--- config.mk ---
export PLATFORM = sky130hd
export DESIGN_NAME = sgel_group
export DESIGN_NICKNAME = d
export VERILOG_FILES = /design/src/sgel_pkg.sv /design/src/sgel_group.sv
export VERILOG_INCLUDE_DIRS = /design/src
export SDC_FILE = /design/constraint.sdc
export NUM_CORES = 1
export LEC_CHECK = 0
export BUFFER_PORTS_ARGS = -buffer_cell sky130_fd_sc_hd__buf_4
export CORE_UTILIZATION = 58
export CTS_CLUSTER_DIAMETER = 40
export DETAILED_ROUTE_END_ITERATION = 6
export GPL_ROUTABILITY_DRIVEN = 1
export PLACE_DENSITY_LB_ADDON = 0.12
export SLEW_MARGIN = 20
export SYNTH_ARGS = -nofsm -noshare
export SYNTH_HDL_FRONTEND = slang
export SYNTH_SLANG_ARGS = --single-unit
--- constraint.sdc ---
create_clock -name i_sys_clk -period 7.4 [get_ports i_sys_clk]
set_input_delay 0.74 -clock i_sys_clk [delete_from_list [all_inputs] [get_ports i_sys_clk]]
set_output_delay 0.74 -clock i_sys_clk [all_outputs]
set_load 0.01 [all_outputs]
--- src/sgel_consts.svh ---
// constants for the status group event latch: offsets, fields, resets
// assumes a classic wishbone slave with 32-bit data and byte addresses
//
// Behaviour
// - condition register mirrors live status inputs directly, read-only to host
// - rising filter set and condition goes 0 to 1 sets the event bit
// - falling filter set and condition goes 1 to 0 sets the event bit
// - both filters set: any change of the condition sets the event bit
// - both filters clear: no change of the condition ever sets the event bit
// - filters are host read-write and survive clear-status and any query
// - event bit stays set until the event query or clear-status clears it
// - no counting or queueing: a set event bit ignores further transitions
// - event register is read-only; changed only by transitions and clearing
// - summary is OR over all bits of event AND enable
// - summary leaves the group as one bit for a higher summary register
// - enable is host read-write; clear-status and enable reads leave it alone
// - every group holds condition, both filters, event and enable
// - every group gives the host read and write access to its enable
// - device reports only when read; no notification of its own accord
// - in 16-bit groups the top bit is unused and always reads zero
`ifndef SGEL_CONSTS_SVH
`define SGEL_CONSTS_SVH

// ****************************************************************
// register offsets (byte addresses)
// ****************************************************************
`define SGEL_OFS_COND 6'h00
`define SGEL_OFS_RISE 6'h04
`define SGEL_OFS_FALL 6'h08
`define SGEL_OFS_EVENT 6'h0c
`define SGEL_OFS_ENABLE 6'h10
`define SGEL_OFS_CTRL 6'h14

// ****************************************************************
// fields and reset values
// ****************************************************************
`define SGEL_CTRL_CLS_BIT 0
`define SGEL_WIDTH 16
`define SGEL_RST_FILT 16'h0000
`define SGEL_RST_RISE 16'h7fff
`define SGEL_RST_ENABLE 16'h0000

`endif

--- src/sgel_pkg.sv ---
// types of the status group event latch
// assumes sgel_consts.svh is on the include path
`include "sgel_consts.svh"

package sgel_pkg;
  typedef logic [`SGEL_WIDTH-1:0] sgel_vec_t;

  typedef struct packed {
    logic cyc;
    logic stb;
    logic we;
    logic [3:0] sel;
    logic [5:0] adr;
    logic [31:0] dat;
  } sgel_wb_req_t;

  typedef struct packed {
    logic ack;
    logic [31:0] dat;
  } sgel_wb_rsp_t;

  typedef enum logic [2:0] {
    SGEL_REG_COND,
    SGEL_REG_RISE,
    SGEL_REG_FALL,
    SGEL_REG_EVENT,
    SGEL_REG_ENABLE,
    SGEL_REG_CTRL,
    SGEL_REG_NONE
  } sgel_reg_t;
endpackage

--- src/sgel_group.sv ---
// one generic status group: condition, transition filters, event, enable
// assumes a classic wishbone master on the same clock; status inputs are
// synchronous to i_sys_clk
`timescale 1ns/1ps
`include "sgel_consts.svh"

module sgel_group #(
  parameter int WIDTH = `SGEL_WIDTH,
  parameter bit TOP_UNUSED = 1'b1
) (
  input wire logic i_sys_clk,
  input wire logic i_rst_b,
  input wire logic [WIDTH-1:0] i_status,
  input wire sgel_pkg::sgel_wb_req_t i_wb_req,
  output sgel_pkg::sgel_wb_rsp_t o_wb_rsp,
  output logic o_summary_ff
);
  import sgel_pkg::*;

  // ****************************************************************
  // reset release
  // ****************************************************************
  logic [1:0] rst_sync_ff;
  logic rst_b;

  always_ff @(posedge i_sys_clk or negedge i_rst_b) begin
    if (!i_rst_b) begin
      rst_sync_ff <= 2'b00;
    end else begin
      rst_sync_ff <= {rst_sync_ff[0], 1'b1};
    end
  end
  assign rst_b = rst_sync_ff[1];

  // ****************************************************************
  // register decode
  // ****************************************************************
  function automatic sgel_reg_t dec_reg(input logic [5:0] adr);
    unique case (adr)
      `SGEL_OFS_COND: dec_reg = SGEL_REG_COND;
      `SGEL_OFS_RISE: dec_reg = SGEL_REG_RISE;
      `SGEL_OFS_FALL: dec_reg = SGEL_REG_FALL;
      `SGEL_OFS_EVENT: dec_reg = SGEL_REG_EVENT;
      `SGEL_OFS_ENABLE: dec_reg = SGEL_REG_ENABLE;
      `SGEL_OFS_CTRL: dec_reg = SGEL_REG_CTRL;
      default: dec_reg = SGEL_REG_NONE;
    endcase
  endfunction

  // mask keeps the unused top bit of a 16-bit group at zero
  localparam logic [WIDTH-1:0] LIVE_MASK =
    (TOP_UNUSED && WIDTH == 16) ? {1'b0, {(WIDTH-1){1'b1}}} : '1;

  sgel_reg_t sel_reg;
  logic req;
  logic wr;
  logic rd;
  logic [WIDTH-1:0] wdat;
  logic [WIDTH-1:0] cond;

  assign sel_reg = dec_reg(i_wb_req.adr);
  // one access per request; ack drops in the cycle after it is given
  assign req = i_wb_req.cyc && i_wb_req.stb && !o_wb_rsp.ack;
  assign wr = req && i_wb_req.we;
  assign rd = req && !i_wb_req.we;
  assign wdat = i_wb_req.dat[WIDTH-1:0];
  assign cond = i_status & LIVE_MASK;

  // write with byte lanes; only full lanes of the group width exist
  function automatic logic [WIDTH-1:0] lane_wr(
    input logic [WIDTH-1:0] old,
    input logic [WIDTH-1:0] nw,
    input logic [3:0] sel
  );
    logic [WIDTH-1:0] r;
    r = old;
    for (int b = 0; b < WIDTH/8; b++) begin
      if (sel[b]) begin
        r[b*8 +: 8] = nw[b*8 +: 8];
      end
    end
    lane_wr = r;
  endfunction

  // ****************************************************************
  // host-written filters and enable
  // ****************************************************************
  logic [WIDTH-1:0] rising_edge_filter_ff;
  logic [WIDTH-1:0] falling_edge_filter_ff;
  logic [WIDTH-1:0] enable_ff;

  // clear-status and every query leave these untouched
  always_ff @(posedge i_sys_clk or negedge rst_b) begin
    if (!rst_b) begin
      rising_edge_filter_ff <= WIDTH'(`SGEL_RST_RISE);
    end else if (wr && sel_reg == SGEL_REG_RISE) begin
      rising_edge_filter_ff <= lane_wr(rising_edge_filter_ff, wdat,
        i_wb_req.sel) & LIVE_MASK;
    end
  end

  always_ff @(posedge i_sys_clk or negedge rst_b) begin
    if (!rst_b) begin
      falling_edge_filter_ff <= WIDTH'(`SGEL_RST_FILT);
    end else if (wr && sel_reg == SGEL_REG_FALL) begin
      falling_edge_filter_ff <= lane_wr(falling_edge_filter_ff, wdat,
        i_wb_req.sel) & LIVE_MASK;
    end
  end

  always_ff @(posedge i_sys_clk or negedge rst_b) begin
    if (!rst_b) begin
      enable_ff <= WIDTH'(`SGEL_RST_ENABLE);
    end else if (wr && sel_reg == SGEL_REG_ENABLE) begin
      enable_ff <= lane_wr(enable_ff, wdat, i_wb_req.sel) & LIVE_MASK;
    end
  end

  // ****************************************************************
  // transition detection and event latch
  // ****************************************************************
  logic [WIDTH-1:0] cond_prev_ff;
  logic [WIDTH-1:0] event_ff;
  logic [WIDTH-1:0] nxt_event;
  logic [WIDTH-1:0] hit;
  logic clr_event;

  // first sampled value after reset can give an edge: prev starts at zero,
  // so a condition already high at release counts as a rising edge
  always_ff @(posedge i_sys_clk or negedge rst_b) begin
    if (!rst_b) begin
      cond_prev_ff <= '0;
    end else begin
      cond_prev_ff <= cond;
    end
  end

  genvar g;
  generate
    for (g = 0; g < WIDTH; g++) begin : g_bit
      // each bit gets its own filter pair; none may be omitted
      assign hit[g] =
        (rising_edge_filter_ff[g] && !cond_prev_ff[g] && cond[g]) ||
        (falling_edge_filter_ff[g] && cond_prev_ff[g] && !cond[g]);
    end
  endgenerate
  // both filters set gives either edge, both clear gives none

  assign clr_event = (rd && sel_reg == SGEL_REG_EVENT) ||
    (wr && sel_reg == SGEL_REG_CTRL && i_wb_req.sel[0] &&
     i_wb_req.dat[`SGEL_CTRL_CLS_BIT]);

  // new hits win over a clear in the same cycle; a set bit just stays set
  always_comb begin
    nxt_event = clr_event ? '0 : event_ff;
    nxt_event = nxt_event | hit;
  end

  always_ff @(posedge i_sys_clk or negedge rst_b) begin
    if (!rst_b) begin
      event_ff <= '0;
    end else begin
      event_ff <= nxt_event & LIVE_MASK;
    end
  end

  // ****************************************************************
  // summary output
  // ****************************************************************
  // summary is registered in the group as one bit; the parent register records it
  always_ff @(posedge i_sys_clk or negedge rst_b) begin
    if (!rst_b) begin
      o_summary_ff <= 1'b0;
    end else begin
      o_summary_ff <= |(nxt_event & enable_ff);
    end
  end

  // ****************************************************************
  // bus answer
  // ****************************************************************
  logic [31:0] rdat;

  // status is only ever given out on a read, never pushed
  always_comb begin
    rdat = '0;
    unique case (sel_reg)
      SGEL_REG_COND: rdat[WIDTH-1:0] = cond;
      SGEL_REG_RISE: rdat[WIDTH-1:0] = rising_edge_filter_ff;
      SGEL_REG_FALL: rdat[WIDTH-1:0] = falling_edge_filter_ff;
      SGEL_REG_EVENT: rdat[WIDTH-1:0] = event_ff;
      SGEL_REG_ENABLE: rdat[WIDTH-1:0] = enable_ff;
      SGEL_REG_CTRL: rdat = '0;
      SGEL_REG_NONE: rdat = '0;
    endcase
  end

  // all five parts exist even though condition and event are read-only
  always_ff @(posedge i_sys_clk or negedge rst_b) begin
    if (!rst_b) begin
      o_wb_rsp <= '0;
    end else begin
      o_wb_rsp.ack <= req;
      o_wb_rsp.dat <= rd ? rdat : '0;
    end
  end
endmodule

==> metrics.yaml, run 1 <==
synth:
  yosysSeqAreaShare_pct: 57.2
  synth_flop_cell: "dfrtp_1"
  synth_edf_count: 0
  avgSynthCellArea_um2: 12.4
  synthCells: 335
  synth-warning-count: 0
  syn_area_mm2: 0.00415
  ys_seq_elements: 94
  synth_cell_type_count: 35
  postSynth.asyncResetShare_pct: 100
floorplanning:
  pin_count: 97
  coreArea_mm2: 0.00683
  initial_core_util_pct: 60.7
  dieArea_mm2: 0.00749
  die_y_um: 86.6
  die_w_um: 86.6
  rows: 30
global_routing:
  track_usage_pct: 26.2
  antenna_found_initial: 0
  grt_pass1_wl_mm: 14.5
  grt_pass1_vias: 2939
  grt_max_degree: 63
  grt_overflow: 0
sta:
  slew-limit-headroom_pct: 36.0
  layout_min_cycle_time_ps: 2670
  final.setup.tns_ps: 0
  slew_viol_final: 0
  max_freq_mhz: 374
  finalClockSkew_ps: 10.2
  hold_ws_ps: 147
  finalCritPeriodShare_pct: 36.1
  finalSetupViolCount: 0
  worst_pin_slew_ps: 958
  rsz0062_at_grt: "false"
  hold_violations: 0
detailed_routing:
  route.detailed.drc: 0
  wirelength_mm: 8.98
  avgViaCountPerCell: 6.04
  num_vias: 2982
  firstDrtPassIters: 5
  drtAntennaViolNets: 0
  dr.first_iter.drc_count: 206
  avgRoutedWirePerCell_um: 18.2
pwr:
  seq_power_share_pct: 56.0
  p_per_area_mw_per_mm2: 214
  comb_power_share_pct: 7.3
  p_sw_share_pct: 23.1
  clkPwrFrac_pct: 36.8
  vdd_drop_max_uv: 187
  p_switching_mw: 0.238
  p_int_mw: 0.794
  leakagePower_nw: 2.24
critical_path:
  r2r_slack_ps: 5350
  reg2reg_depth: 6
  cp.arrival_ps: 2880
  r2r_start: "o_wb_rsp[32]"
  critPathLaunchType: "input pin"
  critPathKind: "in2reg"
  reg2reg_to: "o_summary_ff"
  crit_path_end_kind: "flop"
  crit_start: "i_wb_req[33]"
  required_ps: 7610
  crit_path_max_fanout: 16
placed_design:
  port_buffers: 59
  hpwl_mm: 6.13
  finalWeightedCongestion: 0.779
flow_run:
  maxCapViolCount: 0
run_status:
  status: "completed"
final_layout:
  fin_nets: 456
  final_util_pct: 70.7
  fillers: 509
  drive_gt1_share_pct: 36.9
  antenna_cells: 0
  syn2layout_area_growth_pct: 16.5
clock_tree:
  clock_latency_ps: 360
  htree_levels: 3
  cts_buffer_depth: 2
  clkTransAtPathRegs_ps: 80
  cts_resized: 0
  postCtsHoldBufs: 0
  cts_setup_buffers: 0
  clock-sinks: 94
  cts_root_buffer: "clkbuf_8"
  cts_buffers: 9
  cts_tree: "done"
min_path:
  holdCritPathClass: "in2async"
==> state kept, by name, summed over array words and instances, names as in the netlist <==
| signal | count |
|---|---|
| o_summary_ff | 1 |
| rst_sync_ff | 2 |
| o_wb_rsp | 16 |
| cond_prev_ff | 15 |
| event_ff | 15 |
| rising_edge_filter_ff | 15 |
| falling_edge_filter_ff | 15 |
| enable_ff | 15 |
==> final cells by class <==
cell class	count	area, um2	share of cell area [%]
Timing Repair Buffer	61	458	9.48
Clock buffer	11	151	3.13
Sequential cell	94	2370	49.2
Multi-Input combinational cell	227	1650	34.1
Tap cell	96	120	2.49
Clock inverter	5	81.3	1.68
==> power groups by stage <==
stage	clock network (mW)	registers (mW)	logic (mW)
after floorplan	0	0.581	0.0420
after global placement	0	0.584	0.0711
after detailed placement	0	0.586	0.0749
after CTS	0.385	0.576	0.0752
after global routing	0.410	0.581	0.0829
final	0.379	0.577	0.0751
==> placed cells by master (no fill, tap or decap), types with 2 or more instances in the layout <==
master and instances:
nand3_1 2, mux2_2 44, a22o_1 2, buf_4 61, nor2_1 2, and3b_1 2
a221oi_1 3, clkbuf_8 11, nand2b_1 2, and3_1 3, a22oi_1 38, nand3b_1 15
dfrtp_1 78, nand2_1 17, a21oi_1 2, conb_1 18, nand2_2 6, a21o_1 14
a31oi_1 15, o21ai_0 30, bufinv_16 2, dfstp_2 15
==> per-stage QoR <==
step	area [um2]	setup slack [ps]	power [mW]	std cells
2_1_floorplan	4210	4610	0.623	351
3_3_place_gp	4600	4410	0.656	478
3_5_place_dp	4600	4350	0.661	478
4_1_cts	4830	4730	1.04	494
5_1_grt	4830	4530	1.07	494
6_report	4830	4730	1.03	494
==> cell families after synthesis <==
| group | share of synthesized area (%) |
|---|---|
| compound gates | 17.3 |
| other cells | 0.181 |
| buf+inv | 4.59 |
| mux | 12.2 |
| flops | 57.2 |
| simple gates | 8.51 |
==> layer usage <==
metal | wire, um | global-route usage [%] | up-vias
met1 | 3850 | 33.6 | 1518
met2 | 4530 | 43.9 | 105
met4 | 102 | 7.73 | 0
met5 | 0 | 0 | -
li1 | - | - | 1346
met3 | 493 | 7.05 | 13
==> cells in the mapped netlist, drive strengths merged, types with 2 or more instances <==
| library cell | number | area (um2) |
|---|---|---|
| dfrtp | 79 | 1980 |
| clkbuf | 7 | 27.5 |
| a221oi | 3 | 26.3 |
| buf | 23 | 163 |
| a21o | 14 | 105 |
| conb | 2 | 7.51 |
| mux2 | 45 | 507 |
| a22o | 2 | 17.5 |
| and3b | 2 | 17.5 |
| dfstp | 15 | 394 |
| nand3 | 2 | 10.0 |
| nand2b | 2 | 12.5 |
| o21ai | 30 | 150 |
| nand3b | 15 | 113 |
| a31oi | 15 | 93.8 |
| a22oi | 39 | 298 |
| and3 | 3 | 18.8 |
| nand2 | 23 | 101 |
| a21oi | 2 | 10.0 |
| nor2 | 3 | 13.8 |
==> how the worst max path moves through the flow <==
stage                                 to  slack (ps)  cells after the start
4_1_cts        falling_edge_filter_ff[4]        4730                      6
5_1_grt                     o_summary_ff        4530                      6
3_3_place_gp   falling_edge_filter_ff[5]        4410                      6
2_1_floorplan            cond_prev_ff[0]        4610                      0
3_5_place_dp                o_summary_ff        4350                      6
6_report                    o_summary_ff        4730                      6
==> worst max-delay path, cell delays in order <==
cell and delay (ps):
buf_4 110, nor4_1 490, and3_1 750, a22oi_2 470, o21ai_0 180, nand4_1 130
Note: power is estimated with default switching activity, not from simulation.
==> run 2, diff against run 1 <==
- CORE_UTILIZATION: 58 -> 48
- clock period: 7.4 -> 2.1 ns (I/O delays scaled with it)
==> run 2 against run 1 <==
  * Via count increased by 1.8%
  * Sequential power increased to 3.5 times the previous value
  * First-iteration DRC count decreased by 42%
  * Power increased to 3.3 times the previous value
  * Utilization decreased by 10 points
  * Sequential share of layout area decreased by 2.1 points
  * Combinational power increased to 3.9 times the previous value
  * Clock skew increased by 2.7 ps
  * Hold slack got worse by 55 ps
  * Non-clock buffer count increased by 26
  * Cell count increased by 7.1%
  * Clock power increased to 3.0 times the previous value
  * Critical path type is now reg2reg
  * Largest power group unchanged
  * Highest routed layer unchanged
==> metrics.yaml, run 2 (synthesis gave the netlist of run 1 again) <==
critical_path:
  critical-path-max-stage-delay_ps: 390
  crit_path_end_kind: "flop"
  cp.arrival_ps: 1930
  critPathLaunchType: "flop"
  required_ps: 2360
  critPathKind: "reg2reg"
  cpMaxStageDelayCell: "dfrtp_1"
  crit_path_max_fanout: 15
  worstPathCellList: "and3b_1, nor2b_1, buf_4, o21ai_0, a31oi_1"
  crit_buf_inv: 1
  path_delay_family: "simple AND/OR/NAND/NOR gates"
final_layout:
  antenna_cells: 0
  final_area_mm2: 0.00504
  regMostFlops: "o_wb_rsp"
  largest_reg_flops: 16
  final-seq-area_mm2: 0.00237
  syn2layout_area_growth_pct: 21.6
  drive_gt1_share_pct: 36.8
  fillers: 686
  final_util_pct: 60.8
  final_cell_mix: "dfrtp_1, buf_4, mux2_2"
  final_common_cell: "dfrtp_1"
  layout.cells.non_filler: 529
  multiInputGateArea_mm2: 0.00165
  fin_nets: 482
clock_tree:
  cts_root_buffer: "clkbuf_8"
  cts_buffers: 9
  clkTransAtPathRegs_ps: 90
  cts_tree: "done"
  cts_buffer_depth: 2
  clock_latency_ps: 360
  cts_resized: 0
  htree_levels: 3
  clock-sinks: 94
sta:
  slew_viol_final: 0
  hold_violations: 0
  fin_ws_ps: 431
  hold_ws_ps: 92.3
  slew-limit-headroom_pct: 63.0
  finalCritPeriodShare_pct: 79.5
  worst_pin_slew_ps: 550
  layout_min_cycle_time_ps: 1670
  finalClockSkew_ps: 12.9
  finalSetupViolCount: 0
  max_freq_mhz: 599
  rsz0062_at_grt: "false"
  final.setup.tns_ps: 0
detailed_routing:
  wirelength_mm: 9.65
  drtAntennaViolNets: 0
  num_vias: 3037
  avgViaCountPerCell: 5.74
  dr.first_iter.drc_count: 120
  route.detailed.drc: 0
  avgRoutedWirePerCell_um: 18.2
  firstDrtPassIters: 4
global_routing:
  grt_pass1_vias: 2944
  grt_max_degree: 50
  track_usage_pct: 23.5
  grt_pass1_wl_mm: 15.4
  grt_overflow: 0
  antenna_found_initial: 0
floorplanning:
  die_w_um: 94.9
  rows: 33
  pin_count: 97
  dieArea_mm2: 0.00901
  initial_core_util_pct: 50.0
  coreArea_mm2: 0.00830
  die_y_um: 94.9
placed_design:
  port_buffers: 59
  finalWeightedCongestion: 0.772
  dp_cells: 497
  place_ws_ps: 158
  hpwl_mm: 6.71
  place_area_mm2: 0.00470
run_status:
  status: "completed"
pwr:
  p_per_area_mw_per_mm2: 684
  finalPower_mw: 3.45
  vdd_drop_max_uv: 429
  leakagePower_nw: 2.34
min_path:
  holdCritPathClass: "in2reg"
flow_run:
  maxCapViolCount: 0
[run 2: layout make-up]
type | instances | share of cell area (%)
Clock buffer | 12 | 3.08
Clock inverter | 4 | 0.596
Multi-Input combinational cell | 227 | 32.6
Sequential cell | 94 | 47.1
Tap cell | 105 | 2.61
Timing Repair Buffer | 87 | 14.0
[run 2: worst reg2reg max path, stage by stage (launching register included)]
cell and delay (ps):
dfrtp_1 390, and3b_1 270, nor2b_1 260, buf_4 270, o21ai_0 160, a31oi_1 230
[run 2: repair_timing]
| action | 4_1_cts | 5_1_grt |
|---|---|---|
| setup endpoints to repair | 0 | 0 |
| buffers inserted | 0 | 0 |
| hold endpoints to repair | 17 | 0 |
| hold buffers | 16 | 0 |
[run 2: path summary, 6_finish.rpt]
check,start,endpoint,slack (ps),cells past startpoint
worst min register to register,rst_sync_ff[1],o_wb_rsp[5],200,0
max in group asynchronous,rst_sync_ff[1],rising_edge_filter_ff[2],1240,1
worst max-delay path,o_wb_rsp[32],o_wb_rsp[2],430,5
worst min-delay path,i_wb_req[3],enable_ff[3],90,2
worst max register to register,o_wb_rsp[32],o_wb_rsp[2],430,5
min in group asynchronous,i_rst_b,rst_sync_ff[1],150,2
[run 2: layer usage]
metal  track usage, %  routed length [um]
met1             30.7                4320
met3             5.72                 622
met4             6.69                 106
met2             38.7                4590
met5                0                   0
[run 2: where the power goes]
part           switching (mW)  internal, mW  leakage [nW]
clock                   0.624         0.500        0.0930
combinational           0.134         0.160          1.05
sequential              0.102          1.93          1.20
==> run 3, diff against run 2 <==
- ABC_AREA: not set -> 1
- clock period: 2.1 -> 1.35 ns (I/O delays scaled with it)
==> run 3 against run 2 <==
  * The flow now finishes with violations (negative setup slack)
  * Power up 66%
  * Clock skew rose by 1.1 ps
  * First-iteration DRC count up 57%
  * Cell count increased by 32%
  * Global-route usage grew 3.0 points
  * Critical path depth up 8
  * Critical endpoint is now o_summary_ff
  * Largest cell class unchanged
==> metrics.yaml, run 3 <==
run_status:
  status: "finished with violations"
  violations: "negative setup slack"
pwr:
  p_int_mw: 4.29
  finalPower_mw: 5.73
  clkPwrFrac_pct: 35.9
  p_sw_share_pct: 25.1
  leakagePower_nw: 2.79
  comb_power_share_pct: 10.8
  seq_power_share_pct: 53.4
  p_per_area_mw_per_mm2: 949
  p_switching_mw: 1.44
  vdd_drop_max_uv: 815
sta:
  max_freq_mhz: 615
  rsz0062_at_grt: "true"
  final.setup.tns_ps: -2570
  hold_violations: 0
  layout_min_cycle_time_ps: 1630
  finalClockSkew_ps: 14.0
  slew_viol_final: 0
  finalSetupViolCount: 32
  fin_ws_ps: -275
  finalCritPeriodShare_pct: 120
critical_path:
  path_delay_family: "simple AND/OR/NAND/NOR gates"
  crit_path_end_kind: "flop"
  critical-path-max-stage-delay_ps: 400
  cp.arrival_ps: 1870
  critPathKind: "reg2reg"
  crit_buf_inv: 3
  worstPathCellList: "inv_2, nand4_1, nor2_1, nand2_2, clkbuf_16, nand3_2, nand2_2, nand2_1, nand2_1, inv_2, nand2_2, nor2_1, nand2_1"
  required_ps: 1590
  cpMaxStageDelayCell: "dfrtp_1"
  critPathLaunchType: "flop"
  crit_path_max_fanout: 5
global_routing:
  track_usage_pct: 26.4
  grt_max_degree: 48
  grt_pass1_vias: 3623
  grt_pass1_wl_mm: 17.9
  antenna_found_initial: 0
  grt_overflow: 0
clock_tree:
  clock-sinks: 94
  htree_levels: 3
  cts_root_buffer: "clkbuf_8"
  cts_buffer_depth: 2
  clkTransAtPathRegs_ps: 90
  cts_buffers: 9
  clock_latency_ps: 360
  cts_tree: "done"
synth:
  yosysSeqAreaShare_pct: 57.3
  syn_area_mm2: 0.00414
  ys_seq_elements: 94
  synth_cell_type_count: 22
  synth_edf_count: 0
  synthCells: 467
  postSynth.asyncResetShare_pct: 100
  synth_common_cells: "nand2_1, dfrtp_1, o21ai_0"
  synth-warning-count: 0
  synth_top_area_share_pct: 47.8
  ys_top_cells_by_area: "dfrtp_1, nand2_1, dfstp_2, o21ai_0, a31oi_1"
  avgSynthCellArea_um2: 8.85
  synth_flop_cell: "dfrtp_1"
  synth_most_common_cell: "nand2_1"
  yosysTopAreaCell: "dfrtp_1"
final_layout:
  final_area_mm2: 0.00604
  final_cell_mix: "buf_4, dfrtp_1, nand2_1"
  antenna_cells: 0
  largest_reg_flops: 16
  fin_nets: 649
  final_common_cell: "buf_4"
  drive_gt1_share_pct: 44.2
  final_util_pct: 73.1
  regMostFlops: "o_wb_rsp"
  syn2layout_area_growth_pct: 46.0
floorplanning:
  pin_count: 97
  dieArea_mm2: 0.00899
  die_y_um: 94.8
  coreArea_mm2: 0.00826
  rows: 33
  die_w_um: 94.8
  initial_core_util_pct: 50.1
detailed_routing:
  avgRoutedWirePerCell_um: 16.6
  firstDrtPassIters: 4
  avgViaCountPerCell: 5.33
  drtAntennaViolNets: 0
  wirelength_mm: 11.5
  route.detailed.drc: 0
  num_vias: 3710
  dr.first_iter.drc_count: 189
min_path:
  holdCritPathClass: "in2reg"
placed_design:
  place_area_mm2: 0.00499
  finalWeightedCongestion: 0.868
  port_buffers: 59
  hpwl_mm: 7.21
flow_run:
  maxCapViolCount: 0
==> run 3: cell count changes in the layout (fill, tap and decap cells not counted), moves of 15 or more <==
cell / previous run / this run
nand3b_1: 15 / 0
mux2_2: 44 / 0
inv_1: 0 / 39
nand2_2: 6 / 46
nor2_1: 2 / 21
nand2_1: 17 / 60
o21ai_2: 0 / 34
a22oi_1: 38 / 15
o21ai_0: 30 / 12
==> run 3: tightest hold or removal path: stages <==
cell and delay, ps:
buf_4 100, inv_1 90, o21ai_2 70
==> run 3: final timing paths <==
| kind | cells past startpoint | slack, ps | start | endpoint |
|---|---|---|---|---|
| setup / recovery | 13 | -280 | o_wb_rsp[32] | o_summary_ff |
| hold / removal | 3 | 40 | i_wb_req[13] | rising_edge_filter_ff[13] |
| setup reg to reg | 13 | -280 | o_wb_rsp[32] | o_summary_ff |
| hold reg to reg | 1 | 320 | rst_sync_ff[1] | falling_edge_filter_ff[1] |
| max in group asynchronous | 1 | 730 | rst_sync_ff[1] | rising_edge_filter_ff[9] |
| min in group asynchronous | 2 | 80 | i_rst_b | rst_sync_ff[1] |
==> run 3: cell families after synthesis <==
kind of cell / Yosys count / synth area share (%)
AND/OR/NAND/NOR: 174 / 17.2
AO/OA/AOI/OAI: 121 / 16.5
flip-flops: 94 / 57.3
buffers and inverters: 76 / 8.74
other: 2 / 0.182
==> run 3: layout make-up <==
cell class	count	area, um2
Clock inverter	6	92.6
Inverter	44	178
Timing Repair Buffer	124	1190
Multi-Input combinational cell	313	1940
Tap cell	105	131
Sequential cell	94	2370
Clock buffer	10	128
Fill cell	603	2220
==> run 3: metal layers <==
layer,vias to the layer above,part of all wire [%],global-route usage (%)
li1,1782,-,-
met1,1795,42,34.3
met2,117,52,45.4
met3,16,5.2,4.83
met4,0,1.1,6.94
met5,-,0,0
==> run 3: power groups by stage <==
stage | sequential [mW] | combinational, mW | clock (mW)
after CTS | 3.05 | 0.544 | 2.10
after global placement | 3.10 | 0.465 | 0
after global routing | 3.08 | 0.682 | 2.20
final | 3.06 | 0.616 | 2.05
after floorplan | 3.11 | 0.245 | 0
after detailed placement | 3.10 | 0.479 | 0
==> run 3: repair_timing <==
item / 4_1_cts / 5_1_grt
endpoints found under the hold margin: 17 / 0
setup endpoints to repair: 51 / 61
hold buffers: 16 / 0
gates resized for setup: 110 / 98
pin swaps: 5 / 15
buffers inserted: 1 / 4
cloned: 6 / 1
==> run 3: metrics by stage <==
step	cells	setup WS [ps]	hold slack, ps
after floorplan	483	-138	-161
after global placement	653	-247	-83.1
after detailed placement	653	-281	-79.7
after CTS	692	-265	16.4
after global routing	696	-377	37.7
final	696	-275	41.7
